`config.mk`:
```
export PLATFORM = sky130hd
export DESIGN_NAME = boot_serial_command_responder
export DESIGN_NICKNAME = d
export VERILOG_FILES = /design/src/rtl/boot_resp_pkg.sv /design/src/rtl/info_record_rom.sv /design/src/rtl/boot_serial_command_responder.sv
export VERILOG_INCLUDE_DIRS = /design/src /design/src/rtl
export SDC_FILE = /design/constraint.sdc
export NUM_CORES = 1
export LEC_CHECK = 0
export ABC_AREA = 1
export ABC_CLOCK_PERIOD_IN_PS = 4300
export BUFFER_PORTS_ARGS = -buffer_cell sky130_fd_sc_hd__buf_4
export CAP_MARGIN = 30
export CORE_MARGIN = 5
export CORE_UTILIZATION = 30
export CTS_CLUSTER_SIZE = 30
export DETAILED_ROUTE_END_ITERATION = 7
export GPL_TIMING_DRIVEN = 1
export PLACE_DENSITY = 0.47
export REMOVE_ABC_BUFFERS = 1
export SLEW_MARGIN = 5
export SYNTH_ARGS = -nofsm -noshare
export SYNTH_HDL_FRONTEND = slang
export SYNTH_SLANG_ARGS = --single-unit
export TNS_END_PERCENT = 5
```
`constraint.sdc`:
```
create_clock -name sys_clk -period 4.3 [get_ports sys_clk]
set_clock_uncertainty 0.05 [all_clocks]
set_input_delay 0.215 -clock sys_clk [delete_from_list [all_inputs] [get_ports sys_clk]]
set_output_delay 0.215 -clock sys_clk [all_outputs]
set_load 0.01 [all_outputs]
```
`src/rtl/boot_resp_params.svh`:
```
// Constants of the serial boot command responder.
`ifndef BOOT_RESP_PARAMS_SVH
`define BOOT_RESP_PARAMS_SVH

`define CMD_RAM_XFER      8'h10
`define CMD_FLASH_SUM     8'h20
`define CMD_PROD_INFO     8'h30
`define CMD_CHIP_ERASE    8'h40
`define CMD_PROTECT_SET   8'h60

`define ACK_LO_RX_ERR     4'h8
`define ACK_LO_PROTECT    4'h6
`define ACK_LO_CMD_ERR    4'h1
`define ACK_LO_OK         4'h0

`define NIB_RESET         4'h0
`define SUM_LAST_IDX      6'h02
`define INFO_CSUM_IDX     6'h3D
`define INFO_IDX_W        6

`define INFO_ID_END       6'h03
`define INFO_PART_END     6'h0F
`define INFO_PWA_IDX      6'h10
`define INFO_STAT_LO_IDX  6'h28
`define INFO_STAT_HI_IDX  6'h29

`endif

```
`src/rtl/boot_resp_pkg.sv`:
```
// Types shared by the serial boot command responder.
package boot_resp_pkg;

    typedef enum logic [2:0] {
        S_IDLE     = 3'b000,
        S_ACK      = 3'b001,
        S_SUM      = 3'b011,
        S_INFO     = 3'b010,
        S_WAIT_PAY = 3'b110,
        S_PAYLOAD  = 3'b111,
        S_JUMP     = 3'b101
    } state_t;

    typedef enum logic [1:0] {
        GO_NONE  = 2'h0,
        GO_RAM   = 2'h1,
        GO_ERASE = 2'h2,
        GO_PROT  = 2'h3
    } go_t;

endpackage

```
`src/rtl/info_record_rom.sv`:
```
// Fixed and live bytes of the product information record, bytes 5 to 65.
`timescale 1ns/1ps
`include "boot_resp_params.svh"
module info_record_rom
    import boot_resp_pkg::*;
#(
    // Part designation, twelve ASCII characters, first at the top; value is arbitrary.
    parameter logic [95:0] PART_NAME = 96'h424F_4F54_4445_5630_3120_2020
) (
    input  wire logic [5:0]  idx,
    input  wire logic [31:0] user_id,
    input  wire logic        read_protected,
    input  wire logic        write_protected,
    input  wire logic        sectored,
    output logic      [7:0]  info_byte
);

    logic [3:0] part_pos;

    always_comb begin
        part_pos  = 4'(idx - 6'h04);
        info_byte = 8'h00;
        if (idx <= `INFO_ID_END) begin
            info_byte = user_id[8*idx[1:0] +: 8];
        end else if (idx <= `INFO_PART_END) begin
            info_byte = PART_NAME[8*(4'hB - part_pos) +: 8];
        end else begin
            unique case (idx)
                6'h10: info_byte = 8'hF4;
                6'h11: info_byte = 8'hFE;
                6'h12: info_byte = 8'h02;
                6'h15: info_byte = 8'h10;
                6'h18: info_byte = 8'hFF;
                6'h19: info_byte = 8'h1D;
                6'h1C: info_byte = 8'hFF;
                6'h1D: info_byte = 8'h1F;
                6'h28: info_byte = {5'h00, ~sectored, ~write_protected,
                                    ~read_protected};
                6'h2C: info_byte = 8'h01;
                6'h2E: info_byte = 8'hFF;
                6'h2F: info_byte = 8'hFF;
                6'h30: info_byte = 8'h02;
                6'h32: info_byte = 8'h20;
                6'h36: info_byte = 8'h01;
                6'h39: info_byte = 8'h08;
                6'h3C: info_byte = 8'h20;
                default: info_byte = 8'h00;
            endcase
        end
    end

endmodule // info_record_rom

```
`src/rtl/boot_serial_command_responder.sv`:
```
// Byte-level command responder of the serial boot loader.
// Contract
// - Receive error in RAM payload or checksum answers 18H, then await a command.
// - Payload plus checksum summed modulo 256; nonzero answers 11H, then await command.
// - Good payload answers 10H, then jumps to the supplied 32-bit RAM start.
// - Command receive error answers previous upper nibble with low nibble 8H.
// - Unknown error-free command answers previous upper nibble with low nibble 1H.
// - Controller sends 20H for flash checksum; device echoes 20H and proceeds.
// - After the echo, the 16-bit flash sum goes out high byte first.
// - Then a check byte: two's complement of the two sum bytes' total.
// - Controller sends 30H for product information; device echoes 30H and proceeds.
// - Record bytes 5 to 8 are the user software identifier, ascending address.
// - Bytes 9 to 20 are the twelve-character part designation, space padded.
// - Bytes 21 to 24 are F4H, FEH, 02H, 00H.
// - Bytes 25 to 36 are RAM start, user RAM end, RAM end, little endian.
// - Bytes 37 to 44 are filler bytes.
// - Bytes 45, 46 are status; bits 0, 1, 2 low when protected or sectored.
// - Bytes 47 to 54 are flash start and end addresses, little endian.
// - Bytes 55, 56 are sector count 20H then 00H.
// - Bytes 57 to 65 describe thirty-two 4-Kbyte sectors.
// - Byte 66 is two's complement of the sum of bytes 5 to 65.
// - Controller sends 40H for chip erase; device echoes 40H when received cleanly.
`timescale 1ns/1ps
`include "boot_resp_params.svh"
module boot_serial_command_responder
    import boot_resp_pkg::*;
(
    input  wire logic        sys_clk,
    input  wire logic        reset,
    input  wire logic        rx_valid,
    input  wire logic [7:0]  rx_data,
    input  wire logic        rx_error,
    output logic             rx_ready,
    output logic             tx_valid,
    output logic      [7:0]  tx_data,
    input  wire logic        tx_ready,
    input  wire logic [15:0] flash_sum,
    input  wire logic [31:0] user_id,
    input  wire logic        read_protected,
    input  wire logic        write_protected,
    input  wire logic        sectored,
    input  wire logic        payload_start,
    input  wire logic [15:0] payload_len,
    input  wire logic [31:0] ram_start,
    output logic             ram_xfer_go,
    output logic             erase_go,
    output logic             protect_go,
    output logic             ram_wr_en,
    output logic      [31:0] ram_wr_addr,
    output logic      [7:0]  ram_wr_data,
    output logic             jump_go,
    output logic      [31:0] jump_addr
);

    state_t      state_r,     state_nxt;
    state_t      after_r,     after_nxt;
    go_t         go_r,        go_nxt;
    logic [3:0]  nib_r,       nib_nxt;
    logic [5:0]  idx_r,       idx_nxt;
    logic [7:0]  acc_r,       acc_nxt;
    logic [15:0] cap_r,       cap_nxt;
    logic [15:0] cnt_r,       cnt_nxt;
    logic [15:0] len_r,       len_nxt;
    logic [31:0] addr_r,      addr_nxt;
    logic        err_r,       err_nxt;
    logic        rx_ready_r,  rx_ready_nxt;
    logic        tx_valid_r,  tx_valid_nxt;
    logic [7:0]  tx_data_r,   tx_data_nxt;
    logic        ram_go_r,    ram_go_nxt;
    logic        erase_go_r,  erase_go_nxt;
    logic        prot_go_r,   prot_go_nxt;
    logic        wr_en_r,     wr_en_nxt;
    logic [31:0] wr_addr_r,   wr_addr_nxt;
    logic [7:0]  wr_data_r,   wr_data_nxt;
    logic        jump_r,      jump_nxt;
    logic [31:0] jump_addr_r, jump_addr_nxt;
    logic [7:0]  info_byte;
    logic        rx_take;
    logic        tx_done;

    function automatic logic cmd_known(input logic [7:0] c);
        cmd_known = (c == `CMD_RAM_XFER) || (c == `CMD_FLASH_SUM) ||
                    (c == `CMD_PROD_INFO) || (c == `CMD_CHIP_ERASE) ||
                    (c == `CMD_PROTECT_SET);
    endfunction

    function automatic logic [7:0] twos(input logic [7:0] v);
        twos = 8'(~v + 8'h01);
    endfunction

    info_record_rom info_record_rom_inst (
        .idx             (idx_r),
        .user_id         (user_id),
        .read_protected  (read_protected),
        .write_protected (write_protected),
        .sectored        (sectored),
        .info_byte       (info_byte)
    );

    // Bytes arriving while a reply is in flight are dropped, since nothing is buffered.
    assign rx_take = rx_valid & rx_ready_r;
    assign tx_done = tx_valid_r & tx_ready;

    always_comb begin
        state_nxt     = state_r;
        after_nxt     = after_r;
        go_nxt        = go_r;
        nib_nxt       = nib_r;
        idx_nxt       = idx_r;
        acc_nxt       = acc_r;
        cap_nxt       = cap_r;
        cnt_nxt       = cnt_r;
        len_nxt       = len_r;
        addr_nxt      = addr_r;
        err_nxt       = err_r;
        tx_valid_nxt  = tx_valid_r;
        tx_data_nxt   = tx_data_r;
        ram_go_nxt    = 1'b0;
        erase_go_nxt  = 1'b0;
        prot_go_nxt   = 1'b0;
        wr_en_nxt     = 1'b0;
        wr_addr_nxt   = wr_addr_r;
        wr_data_nxt   = wr_data_r;
        jump_nxt      = 1'b0;
        jump_addr_nxt = jump_addr_r;
        unique case (state_r)
            S_IDLE: begin
                if (rx_take) begin
                    state_nxt    = S_ACK;
                    after_nxt    = S_IDLE;
                    go_nxt       = GO_NONE;
                    idx_nxt      = 6'h00;
                    acc_nxt      = 8'h00;
                    tx_valid_nxt = 1'b1;
                    if (rx_error) begin
                        tx_data_nxt = {nib_r, `ACK_LO_RX_ERR};
                    end else begin
                        nib_nxt = rx_data[7:4];
                        if (!cmd_known(rx_data)) begin
                            tx_data_nxt = {nib_r, `ACK_LO_CMD_ERR};
                        end else begin
                            tx_data_nxt = rx_data;
                            unique case (rx_data)
                                `CMD_RAM_XFER: begin
                                    if (read_protected || write_protected) begin
                                        tx_data_nxt = {nib_r, `ACK_LO_PROTECT};
                                    end else begin
                                        after_nxt = S_WAIT_PAY;
                                        go_nxt    = GO_RAM;
                                    end
                                end
                                `CMD_FLASH_SUM: begin
                                    after_nxt = S_SUM;
                                    cap_nxt   = flash_sum;
                                end
                                `CMD_PROD_INFO: after_nxt = S_INFO;
                                `CMD_CHIP_ERASE: go_nxt = GO_ERASE;
                                `CMD_PROTECT_SET: go_nxt = GO_PROT;
                            endcase
                        end
                    end
                end
            end
            S_ACK: begin
                if (tx_done) begin
                    tx_valid_nxt = 1'b0;
                    state_nxt    = after_r;
                    ram_go_nxt   = (go_r == GO_RAM);
                    erase_go_nxt = (go_r == GO_ERASE);
                    prot_go_nxt  = (go_r == GO_PROT);
                end
            end
            S_SUM: begin
                if (!tx_valid_r) begin
                    tx_valid_nxt = 1'b1;
                    unique case (idx_r[1:0])
                        2'h0: tx_data_nxt = cap_r[15:8];
                        2'h1: tx_data_nxt = cap_r[7:0];
                        default: tx_data_nxt = twos(8'(cap_r[15:8] + cap_r[7:0]));
                    endcase
                end else if (tx_done) begin
                    tx_valid_nxt = 1'b0;
                    idx_nxt      = 6'(idx_r + 6'h01);
                    if (idx_r == `SUM_LAST_IDX) begin
                        state_nxt = S_IDLE;
                    end
                end
            end
            S_INFO: begin
                if (!tx_valid_r) begin
                    tx_valid_nxt = 1'b1;
                    if (idx_r == `INFO_CSUM_IDX) begin
                        tx_data_nxt = twos(acc_r);
                    end else begin
                        tx_data_nxt = info_byte;
                        acc_nxt     = 8'(acc_r + info_byte);
                    end
                end else if (tx_done) begin
                    tx_valid_nxt = 1'b0;
                    idx_nxt      = 6'(idx_r + 6'h01);
                    if (idx_r == `INFO_CSUM_IDX) begin
                        state_nxt = S_IDLE;
                    end
                end
            end
            S_WAIT_PAY: begin
                // The password and address stages run outside; they hand over here.
                if (payload_start) begin
                    state_nxt = S_PAYLOAD;
                    len_nxt   = payload_len;
                    addr_nxt  = ram_start;
                    cnt_nxt   = 16'h0000;
                    acc_nxt   = 8'h00;
                    err_nxt   = 1'b0;
                end
            end
            S_PAYLOAD: begin
                if (rx_take) begin
                    acc_nxt = 8'(acc_r + rx_data);
                    err_nxt = err_r | rx_error;
                    if (cnt_r != len_r) begin
                        cnt_nxt     = 16'(cnt_r + 16'h0001);
                        wr_en_nxt   = ~rx_error;
                        wr_addr_nxt = 32'(addr_r + {16'h0000, cnt_r});
                        wr_data_nxt = rx_data;
                    end else begin
                        state_nxt    = S_ACK;
                        go_nxt       = GO_NONE;
                        tx_valid_nxt = 1'b1;
                        after_nxt    = S_IDLE;
                        if (err_r || rx_error) begin
                            tx_data_nxt = {nib_r, `ACK_LO_RX_ERR};
                        end else if (8'(acc_r + rx_data) != 8'h00) begin
                            tx_data_nxt = {nib_r, `ACK_LO_CMD_ERR};
                        end else begin
                            tx_data_nxt = {nib_r, `ACK_LO_OK};
                            after_nxt   = S_JUMP;
                        end
                    end
                end
            end
            S_JUMP: begin
                jump_nxt      = 1'b1;
                jump_addr_nxt = addr_r;
                state_nxt     = S_IDLE;
            end
            default: state_nxt = S_IDLE;
        endcase
        rx_ready_nxt = (state_nxt == S_IDLE) || (state_nxt == S_PAYLOAD);
    end

    always_ff @(posedge sys_clk) begin
        if (reset) begin
            state_r     <= S_IDLE;
            after_r     <= S_IDLE;
            go_r        <= GO_NONE;
            nib_r       <= `NIB_RESET;
            idx_r       <= 6'h00;
            acc_r       <= 8'h00;
            cap_r       <= 16'h0000;
            cnt_r       <= 16'h0000;
            len_r       <= 16'h0000;
            addr_r      <= 32'h0000_0000;
            err_r       <= 1'b0;
            rx_ready_r  <= 1'b0;
            tx_valid_r  <= 1'b0;
            tx_data_r   <= 8'h00;
            ram_go_r    <= 1'b0;
            erase_go_r  <= 1'b0;
            prot_go_r   <= 1'b0;
            wr_en_r     <= 1'b0;
            wr_addr_r   <= 32'h0000_0000;
            wr_data_r   <= 8'h00;
            jump_r      <= 1'b0;
            jump_addr_r <= 32'h0000_0000;
        end else begin
            state_r     <= state_nxt;
            after_r     <= after_nxt;
            go_r        <= go_nxt;
            nib_r       <= nib_nxt;
            idx_r       <= idx_nxt;
            acc_r       <= acc_nxt;
            cap_r       <= cap_nxt;
            cnt_r       <= cnt_nxt;
            len_r       <= len_nxt;
            addr_r      <= addr_nxt;
            err_r       <= err_nxt;
            rx_ready_r  <= rx_ready_nxt;
            tx_valid_r  <= tx_valid_nxt;
            tx_data_r   <= tx_data_nxt;
            ram_go_r    <= ram_go_nxt;
            erase_go_r  <= erase_go_nxt;
            prot_go_r   <= prot_go_nxt;
            wr_en_r     <= wr_en_nxt;
            wr_addr_r   <= wr_addr_nxt;
            wr_data_r   <= wr_data_nxt;
            jump_r      <= jump_nxt;
            jump_addr_r <= jump_addr_nxt;
        end
    end

    assign rx_ready    = rx_ready_r;
    assign tx_valid    = tx_valid_r;
    assign tx_data     = tx_data_r;
    assign ram_xfer_go = ram_go_r;
    assign erase_go    = erase_go_r;
    assign protect_go  = prot_go_r;
    assign ram_wr_en   = wr_en_r;
    assign ram_wr_addr = wr_addr_r;
    assign ram_wr_data = wr_data_r;
    assign jump_go     = jump_r;
    assign jump_addr   = jump_addr_r;
endmodule // boot_serial_command_responder

```
==> After elaboration in Yosys (flattened, before gate mapping) <==
Index checks and enable logic that the tools add are counted.
{ "classes": {"n_reduce_logical": 35, "muxes": 72, "eq_ne": 47, "n_shift": 2, "bitwise": 14, "n_addsub": 10, "order_cmp": 2} }
{ "op_table": {"columns": ["op", "n"], "rows": [
  ["8-bit 2-to-1 mux", 17],
  ["96-bit by 33-bit variable part select with 8-bit output (first input constant)", 1],
  ["8-bit case mux with 11 select lines", 1],
  ["8-bit case mux with 4 select lines", 2],
  ["6-bit == test (second input constant)", 10],
  ["3-bit 2-to-1 mux", 19],
  ["6-bit by 5-bit == test with 1-bit output (second input constant)", 8],
  ["16-bit 2-to-1 mux", 3],
  ["32-bit by 16-bit adder with 32-bit output", 1],
  ["16-bit case mux with 2 select lines", 1],
  ["32-bit by 6-bit variable part select with 8-bit output", 1],
  ["8-bit adder", 3],
  ["6-bit 2-to-1 mux", 3],
  ["2-bit != test (second input constant)", 9],
  ["3-bit case mux with 6 select lines", 1],
  ["16-bit by 1-bit adder with 16-bit output (second input constant)", 1],
  ["8-bit by 1-bit adder with 8-bit output (second input constant)", 2],
  ["8-bit by 6-bit == test with 1-bit output (second input constant)", 2],
  ["8-bit by 7-bit == test with 1-bit output (second input constant)", 2],
  ["16-bit != test", 1],
  ["8-bit inverter", 2],
  ["8-bit case mux with 2 select lines", 1],
  ["3-bit == test (second input constant)", 4],
  ["6-bit case mux with 2 select lines", 1],
  ["other kinds (38)", 86]
]} }
{ "word_totals": {"output_inout_bits": 87, "word_cells": 204, "inputBits": 113, "regBits": 194} }

==> Logic depth before layout (Yosys ltp) <==
Gate-level depths: netlist (run 1).
{ "logic_depth": {"depth_word": 9, "ltp_mapped": 24, "depth_no_buf": 23} }

==> Hierarchy <==
From an unflattened synthesis (run 1), not the netlist that was laid out.
{ "unflattened": {"cells_unflattened": 1742, "hier_area_um2": 11755.0} }
{ "modules_own_cells": {"columns": ["mod", "area_per_inst_um2", "instances", "seq_area_each_um2", "cells_each"], "rows": [
  ["boot_serial_command_responder", 10869.2, 1, 3883.7, 1560],
  ["info_record_rom", 885.8, 1, 0.0, 182]
]} }

==> Least setup slack after synthesis (run 1) <==
No wires, ideal clock.
{ "synth_path": {"path_type": "flip-flop to flip-flop", "start": "register idx_r[0]", "end": "register acc_r[6]", "setup_time_ns": 0.056, "t_required_ns": 4.194, "stages_incl_launch_ff": 22, "arrival_time_ns": 3.256, "n_path_buf": 2, "slack_ns": 0.938, "period_less_slack_ns": 3.362, "path_cell_list": "dfxtp_1 > inv_1 > clkbuf_1 > ha_1 > clkbuf_1 > nand3_1 > or2_2 > nand4_1 > and3_1 > ha_1 > inv_1 > fa_1 > inv_1 > a21oi_1 > o21ai_0 > nand2_1 > nand2_1 > a21oi_1 > xor2_1 > o21bai_1 > nand2_1 > inv_1"} }
{ "synth_via": {"elab_chain_cells": 9, "word_cells_on_any_way": 37, "cone_classes": "add/sub: 3; order compare: 2; eq/ne: 19; shift: 2; mux: 6; reduce/logical: 5"} }
{ "synth_lines": {"columns": ["item", "line", "text"], "rows": [
  ["from (decl)", "boot_serial_command_responder.sv:59", "logic [5:0] idx_r, idx_nxt;"],
  ["from (signal assigned)", "boot_serial_command_responder.sv:281", "idx_r <= idx_nxt;"],
  ["4-bit by 3-bit subtractor with 4-bit output (tied with other cells)", "info_record_rom.sv:21", "part_pos = 4'(idx - 6'h04);"],
  ["4-bit by 4-bit subtractor with 5-bit output (tied with other cells)", "info_record_rom.sv:26", "info_byte = PART_NAME[8*(4'hB - part_pos) +: 8];"],
  ["96-bit by 33-bit variable part select with 8-bit output / 8-bit case mux with 11 select lines (equally long branches)", "info_record_rom.sv:26, info_record_rom.sv:28", null],
  ["8-bit 2-to-1 mux", "info_record_rom.sv:25", "end else if (idx <= `INFO_PART_END) begin"],
  ["8-bit 2-to-1 mux", "info_record_rom.sv:23", "if (idx <= `INFO_ID_END) begin"],
  ["8-bit adder", "boot_serial_command_responder.sv:196", "acc_nxt = 8'(acc_r + info_byte);"],
  ["8-bit 2-to-1 mux", "boot_serial_command_responder.sv:192", "if (idx_r == `INFO_CSUM_IDX) begin"],
  ["8-bit 2-to-1 mux", "boot_serial_command_responder.sv:190", "if (!tx_valid_r) begin"],
  ["8-bit case mux with 4 select lines", "boot_serial_command_responder.sv:126", "unique case (state_r)"],
  ["to (signal assigned)", "boot_serial_command_responder.sv:282", "acc_r <= acc_nxt;"],
  ["to (decl)", "boot_serial_command_responder.sv:60", "logic [7:0] acc_r, acc_nxt;"]
]} }
Parallel ways exist; a longest one is shown, timed or not. The select of a mux whose other input is x is not followed.
A chain may end at the register's enable or synchronous reset.

==> Worst setup path in the final report (run 1) <==
{ "layout_path": {"start": "register idx_r[2]", "end": "register acc_r[6]"} }
Same word-level chain as after synthesis.

==> results of run 1 <==
power groups by stage:
stage	Sequential (W)	Combinational [W]	Clock, W
global route	0.00208	0.00242	0.00179
global placement	0.00210	0.00207	0
CTS	0.00206	0.00215	0.00173
finish	0.00206	0.00214	0.00167
detailed placement	0.00210	0.00209	0
floorplan	0.00209	0.00138	0
layout by cell type, fill, tap and decap left out, types with 4 or more instances in the layout:
| cell | n |
|---|---|
| o211ai_1 | 9 |
| buf_4 | 213 |
| inv_2 | 11 |
| or2_2 | 7 |
| a211oi_1 | 5 |
| o221ai_1 | 4 |
| nor4_1 | 5 |
| nor2_1 | 228 |
| a21oi_1 | 177 |
| inv_4 | 4 |
| dfxtp_1 | 193 |
| nor3_2 | 10 |
| inv_1 | 168 |
| nand3_1 | 139 |
| nor3_1 | 56 |
| dlygate4sd3_1 | 61 |
| nor2_4 | 7 |
| clkbuf_16 | 17 |
| a31oi_1 | 4 |
| nand2_1 | 332 |
| ha_1 | 50 |
| xor2_1 | 32 |
| nand2_2 | 6 |
| inv_6 | 4 |
| o21ai_0 | 127 |
| clkinvlp_4 | 4 |
| o21ai_1 | 14 |
| nand4_1 | 25 |
| o22ai_1 | 6 |
| fa_1 | 4 |
| xnor2_1 | 19 |
cells in the mapped netlist, drive strengths merged (3+ instances only):
cell / number
nand2: 340
nor2: 241
dfxtp: 194
inv: 183
a21oi: 179
o21ai: 141
nand3: 139
nor3: 66
ha: 50
clkbuf: 35
xor2: 32
buf: 29
nand4: 28
xnor2: 19
o211ai: 9
or2: 7
o22ai: 6
a211oi: 5
nor4: 5
a31oi: 4
fa: 4
o221ai: 4
and2: 3
nand3b: 3
worst max-delay path, stage by stage (launching register included):
cell	delay (ns)
dfxtp_1	0.46
inv_1	0.19
ha_1	0.32
a21oi_1	0.30
inv_1	0.11
nor2_1	0.17
inv_1	0.08
nor2_1	0.10
nand2_1	0.08
and3_1	0.19
ha_1	0.19
inv_1	0.07
fa_1	0.19
inv_1	0.05
a21oi_1	0.12
o21ai_0	0.12
nand2_1	0.09
nand2_1	0.05
a21oi_1	0.15
xor2_1	0.16
o21bai_1	0.08
nand2_1	0.06
inv_1	0.04
worst max-delay path by stage:
stage                     slack, ns      from        to  depth (start not counted)
final                          0.80  idx_r[2]  acc_r[6]                         22
after global routing           0.34  idx_r[2]  acc_r[6]                         22
after global placement         0.83  idx_r[2]  acc_r[6]                         22
after floorplan                0.96  idx_r[0]  acc_r[5]                         19
after detailed placement       0.81  idx_r[2]  acc_r[6]                         22
after CTS                      0.79  idx_r[2]  acc_r[6]                         22
flip-flops by register name (all words and copies together) (netlist names), 2 cells and up:
name / count
addr_r: 32
jump_addr: 32
ram_wr_addr: 32
cap_r: 16
cnt_r: 16
len_r: 16
acc_r: 8
ram_wr_data: 8
tx_data: 8
idx_r: 6
nib_r: 4
after_r: 3
state_r: 3
go_r: 2
through the flow:
step | hold WS, ns | total power [W]
after CTS | 0.000610 | 0.00593
after detailed placement | 0.369 | 0.00419
final | 0.0193 | 0.00586
after floorplan | 0.227 | 0.00346
after global placement | 0.362 | 0.00418
after global routing | 0.0119 | 0.00629
layout make-up:
cell class,instances,area share [%]
flip-flops and latches,194,26.1
clock buffers,18,2.95
well taps,518,4.35
inverters,183,4.68
clock inverters,13,1.01
repair buffers,275,15.0
multi-input cells,1304,46.0
per-layer routing:
metal / part of all wire, % / wire length (µm)
met5: 0 / 0
met4: 1.2 / 499
met3: 3.8 / 1640
met2: 45 / 19400
met1: 50 / 21100
timing repair:
| item | CTS | global route |
|---|---|---|
| hold buffers | 61 | 0 |
| hold endpoints to repair | 61 | 0 |
| endpoints found under the setup margin | 0 | 0 |
| setup buffers | 0 | 0 |
logic make-up after synthesis:
| family | synth area share, % |
|---|---|
| adder cells (fa/ha/maj) | 6.00 |
| buffers and inverters | 8.73 |
| AND/OR/NAND/NOR | 32.0 |
| XOR/XNOR | 3.80 |
| flip-flops | 33.0 |
| AO/OA/AOI/OAI | 16.4 |
==> out/metrics.csv, run 1 <==
stage,metric,value,unit
outcome,status,"finished, final reports clean",
sta,RSZ-0062 raised after global routing,no,
critical_path,Crit. End Element,register,
power,Cell Pwr Density,394,nW/µm²
logic_synthesis,distinct cell type count after synthesis,49,
routing,DRT iter0 DRCs,874,
sta,final setup margin,0.795,ns
cells_and_area,Util after Layout,38.4,%
power,Int Pwr,0.00358,W
worst_hold_path,Hold Path Depth,3,
critical_path,R2R Setup Slk,0.80,ns
clock_tree,clk root buf,clkbuf_16,
logic_synthesis,syn avg cell area,6.74,µm²
critical_path,Worst EP arrival,3.82,ns
die,Die Height,208,µm
logic_synthesis,leading area contributor after synthesis,dfxtp_1,
worst_hold_path,Worst Hold Launch,flash_sum[9],
cells_and_area,share of layout cells above drive strength 1,15.3,%
sta,Max Clk Rate,0.285,GHz
routing,vias,12300,
worst_hold_path,Hold Path End,cap_r[9],
die,boundary pin count,200,
clock_tree,Sink Count,194,
critical_path,cells on worst reg2reg path,22,
critical_path,worst-path maximum fanout,8,
global_routing,initial antenna violation count,0,
critical_path,Startpoint Class,register,
sta,Tmin final,3.50,ns
cells_and_area,fin nets,2142,
logic_synthesis,"Seq/Total Area, Yosys",33.0,%
critical_path,r2r endpoint,acc_r[6],
die,core area,38700,µm²
cells_and_area,Multi-input gate area,6840,µm²
global_routing,M1 GR Usage,27.4,%
routing,drt drc,0,
power,Leak,6.61,nW
placement,placed insts,2412,
placement,DP Area,13700,µm²
clock_tree,Clock Latency Late Sink,0.47,ns
logic_synthesis,post-synthesis instance total,1745,
clock_tree,Num CTS Buffers,17,
logic_synthesis,Post-synth EDFFs,0,
clock_tree,CTS Buffer Depth,2,
die,FP Rows,72,
global_routing,first-pass GRT wire length,67.0,mm
global_routing,total track usage,19.3,%
critical_path,CP Class,register to register,
clock_tree,H-Tree Depth,4,
cells_and_area,sequential cell area,3880,µm²
critical_path,worst reg2reg path startpoint,idx_r[2],
die,starting density of the core,30.3,%
placement,Detail Placement HPWL,32.5,mm
die,total die area,43200,µm²
global_routing,vias in the first global route,11800,
routing,drt first pass iters,5,
cells_and_area,Final Cell Area,14900,µm²
placement,Place WS,0.814,ns
sta,Slew @ Worst Pin,0.762,ns
sta,Setup Viol. Count Final,0,
die,DIE WIDTH,208,µm
logic_synthesis,Synth Register Bits,194,
logic_synthesis,cell area after synthesis,11800,µm²
logic_synthesis,Main synth FF type,dfxtp_1,
sta,fin crit share,81.5,%
power,Gate power share,36.5,%
routing,vias per inst,4.89,
cells_and_area,Fill cells,4190,
worst_hold_path,Hold Path Class,input pin to register,
sta,worst rel slew slack,49.2,%
global_routing,GRT met2 Usage,31.2,%
cells_and_area,final std cells w/o fill,2505,
flow_run,Max-Cap Viols,0,
clock_tree,CTS tree,built,
routing,WL per Instance,17.0,µm
global_routing,M3 GR Usage,3.12,%
critical_path,Critical Path RT,4.62,ns
cells_and_area,P&R area growth vs syn,26.7,%
power,Clock Power Share,28.4,%
placement,GP Congestion,0.880,
sta,"Hold Vio Cnt, Final",0,
placement,port buffer count,199,
logic_synthesis,Ys Warns,0,
clock_tree,"Reg clk slew, reported paths",0.08,ns
power,Reg power frac,35.1,%
global_routing,largest net degree at the start of global routing,55,
global_routing,GR peak layer,met2,
cells_and_area,n_diodes,0,
routing,DRT Wirelength,42.7,mm
clock_tree,Post-CTS Resized,0,
logic_synthesis,leading post-synthesis cells by cell area,"dfxtp_1 (33%), nand2_1 (11%), a21oi_1 (7.5%)",
sta,count of pins over their slew limit,0,
global_routing,global route total overflow,0,
power,Psw,0.00228,W
power,worst IR drop on VDD,0.297,mV
logic_synthesis,async set or reset register ratio after synthesis,0,%
sta,Setup TNS Final,0,ns
routing,Post-DRT Antenna Nets,0,
logic_synthesis,top cell type's share of synthesized area,33.0,%
power,Sw Ratio,38.9,%
Power figures use the tool's default switching activity.
==> run 2, diff against run 1 <==
ABC_CLOCK_PERIOD_IN_PS = 3130   (was 4300)
PLACE_DENSITY = 0.49   (was 0.47)
clock period = 3.13 ns   (was 4.3 ns; I/O delays follow)
==> out/metrics.csv, run 2 (same netlist as run 1, synthesis figures left out) <==
stage,metric,value,unit,change
die,boundary pin count,200,,unchanged
clock_tree,Num CTS Buffers,17,,unchanged
critical_path,most frequent CP cell,nand2_1,,
critical_path,crit-path max cell delay,0.36,ns,-0.10 ns
global_routing,total track usage,19.3,%,+0.055 points
clock_tree,Sink Count,194,,unchanged
critical_path,CP max stage cell,fa_2,,
routing,vias,12500,,+1.7%
routing,DRT iter0 DRCs,764,,-13%
power,Clock Power Share,27.4,%,-1.0 points
sta,Max Clk Rate,0.341,GHz,+20%
routing,DRT Wirelength,42.6,mm,-0.10%
outcome,status,"finished, final reports clean",,
placement,placed insts,2465,,+2.2%
global_routing,vias in the first global route,12100,,+2.9%
cells_and_area,n_diodes,0,,unchanged
clock_tree,CTS Buffer Depth,2,,unchanged
routing,Post-DRT Antenna Nets,0,,unchanged
routing,drt drc,0,,unchanged
die,starting density of the core,30.3,%,unchanged
critical_path,Critical Path RT,3.48,ns,-1.14 ns
flow_run,Max-Cap Viols,0,,unchanged
cells_and_area,Util after Layout,40.4,%,+2.0 points
power,Reg power frac,33.9,%,-1.2 points
clock_tree,CTS tree,built,,
critical_path,CP Class,register to register,,
sta,Tmin final,2.93,ns,-0.574 ns
critical_path,Startpoint Class,register,,
placement,GP Congestion,0.897,,+1.9%
routing,vias per inst,4.85,,-0.94%
sta,final setup margin,0.199,ns,-0.596 ns
power,Cell Pwr Density,541,nW/µm²,+38%
cells_and_area,Final Cell Area,15700,µm²,+5.1%
critical_path,crit path cell chain,inv_4 -> buf_4 -> ha_4 -> nand3_1 -> or2_2 -> nand4_1 -> and3_4 -> ha_4 -> inv_2 -> fa_2 -> inv_2 -> a21oi_2 -> o21ai_1 -> nand2_1 -> nand2_1 -> a21oi_2 -> xor2_1 -> o21bai_1 -> nand2_1 -> inv_1,,
cells_and_area,most frequent cells in the layout,"nand2_1 (330), buf_4 (267), nor2_1 (224)",,
clock_tree,H-Tree Depth,4,,unchanged
cells_and_area,"most common cell after layout, fill and taps aside",nand2_1,,
placement,Detail Placement HPWL,32.8,mm,+0.78%
critical_path,worst-path maximum fanout,4,,-4
power,Leak,6.96,nW,+5.3%
sta,Slew @ Worst Pin,0.850,ns,+0.0882 ns
global_routing,largest net degree at the start of global routing,86,,+56%
die,core area,38700,µm²,unchanged
sta,Setup Viol. Count Final,0,,unchanged
cells_and_area,final std cells w/o fill,2573,,+2.7%
clock_tree,"Reg clk slew, reported paths",0.08,ns,about the same
clock_tree,clk root buf,clkbuf_16,,
sta,"Hold Vio Cnt, Final",0,,unchanged
sta,fin crit share,93.6,%,+12 points
cells_and_area,P&R area growth vs syn,33.2,%,
global_routing,initial antenna violation count,0,,unchanged
sta,count of pins over their slew limit,0,,unchanged
global_routing,first-pass GRT wire length,68.0,mm,+1.4%
sta,worst rel slew slack,43.2,%,-5.9 points
global_routing,global route total overflow,0,,unchanged
die,Die Height,208,µm,unchanged
power,worst IR drop on VDD,0.408,mV,+37%
power,Gate power share,38.7,%,+2.2 points
routing,drt first pass iters,6,,+1
placement,Place WS,-0.0609,ns,-0.875 ns
routing,WL per Instance,16.6,µm,-2.7%
die,FP Rows,72,,unchanged
power,Int Pwr,0.00523,W,+46%
power,Sw Ratio,38.2,%,-0.71 points
worst_hold_path,Hold Path Class,input pin to register,,
cells_and_area,share of layout cells above drive strength 1,19.3,%,+4.0 points
die,DIE WIDTH,208,µm,unchanged
sta,RSZ-0062 raised after global routing,yes,,
clock_tree,Clock Latency Late Sink,0.45,ns,-0.02 ns
cells_and_area,fin nets,2209,,+3.1%
placement,port buffer count,199,,unchanged
power,Psw,0.00324,W,+42%
placement,DP Area,14100,µm²,+3.1%
die,total die area,43200,µm²,unchanged
critical_path,Worst EP arrival,3.29,ns,-0.53 ns
critical_path,Crit. End Element,register,,
-- run 2: path summary, 6_finish.rpt --
| path | start | to | slack, ns | cells past startpoint |
|---|---|---|---|---|
| worst max-delay path | idx_r[2] | acc_r[6] | 0.20 | 20 |
| worst min-delay path | rx_data[6] | ram_wr_data[6] | 0.06 | 3 |
| worst max register to register | idx_r[2] | acc_r[6] | 0.20 | 20 |
| worst min register to register | go_r[1] | ram_xfer_go | 0.38 | 1 |
-- run 2: critical path, delay by kind of cell (launching register included) --
kind / cells / cell delay, ns
xor+xnor: 1 / 0.14
buf+inv: 5 / 0.33
fa+ha+maj: 3 / 0.64
flops: 1 / 0.34
simple gates: 7 / 1.00
compound gates: 4 / 0.39
-- run 2: power by group through the flow --
stage / combinational, W / sequential, W / clock, W
after CTS: 0.00313 / 0.00285 / 0.00240
after global placement: 0.00300 / 0.00290 / 0
after detailed placement: 0.00303 / 0.00290 / 0
after floorplan: 0.00189 / 0.00287 / 0
final: 0.00328 / 0.00287 / 0.00232
after global routing: 0.00368 / 0.00289 / 0.00249
-- run 2: through the flow --
step | hold slack, ns | setup TNS (ns) | total power (W)
floorplan | 0.169 | -0.583 | 0.00476
global placement | 0.312 | -0.0115 | 0.00591
detailed placement | 0.312 | -0.124 | 0.00594
CTS | 0.0339 | -0.0248 | 0.00838
global route | 0.0459 | -0.0746 | 0.00906
finish | 0.0638 | 0 | 0.00847
-- run 2: final cells by class --
type / count / area [µm²]
clock buffers: 20 / 457
clock inverters: 12 / 148
fillers: 4177 / 23100
inverters: 183 / 699
multi-input cells: 1304 / 7020
flip-flops and latches: 194 / 3890
well taps: 518 / 648
repair buffers: 342 / 2780
-- run 2: what timing repair did --
action | in CTS | in global routing
endpoints found under the hold margin | 74 | 0
hold buffers | 72 | 0
buffers inserted | 0 | 4
gates cloned | 0 | 0
endpoints found under the setup margin | 4 | 5
resized for setup | 2 | 48
pin swaps | 0 | 10
-- run 2: per-layer routing --
metal  GRT usage [%]  routed length (µm)
met1            26.6               20500
met2            32.0               19700
met3            2.92                1610
met4            4.73                 812
met5               0                   0
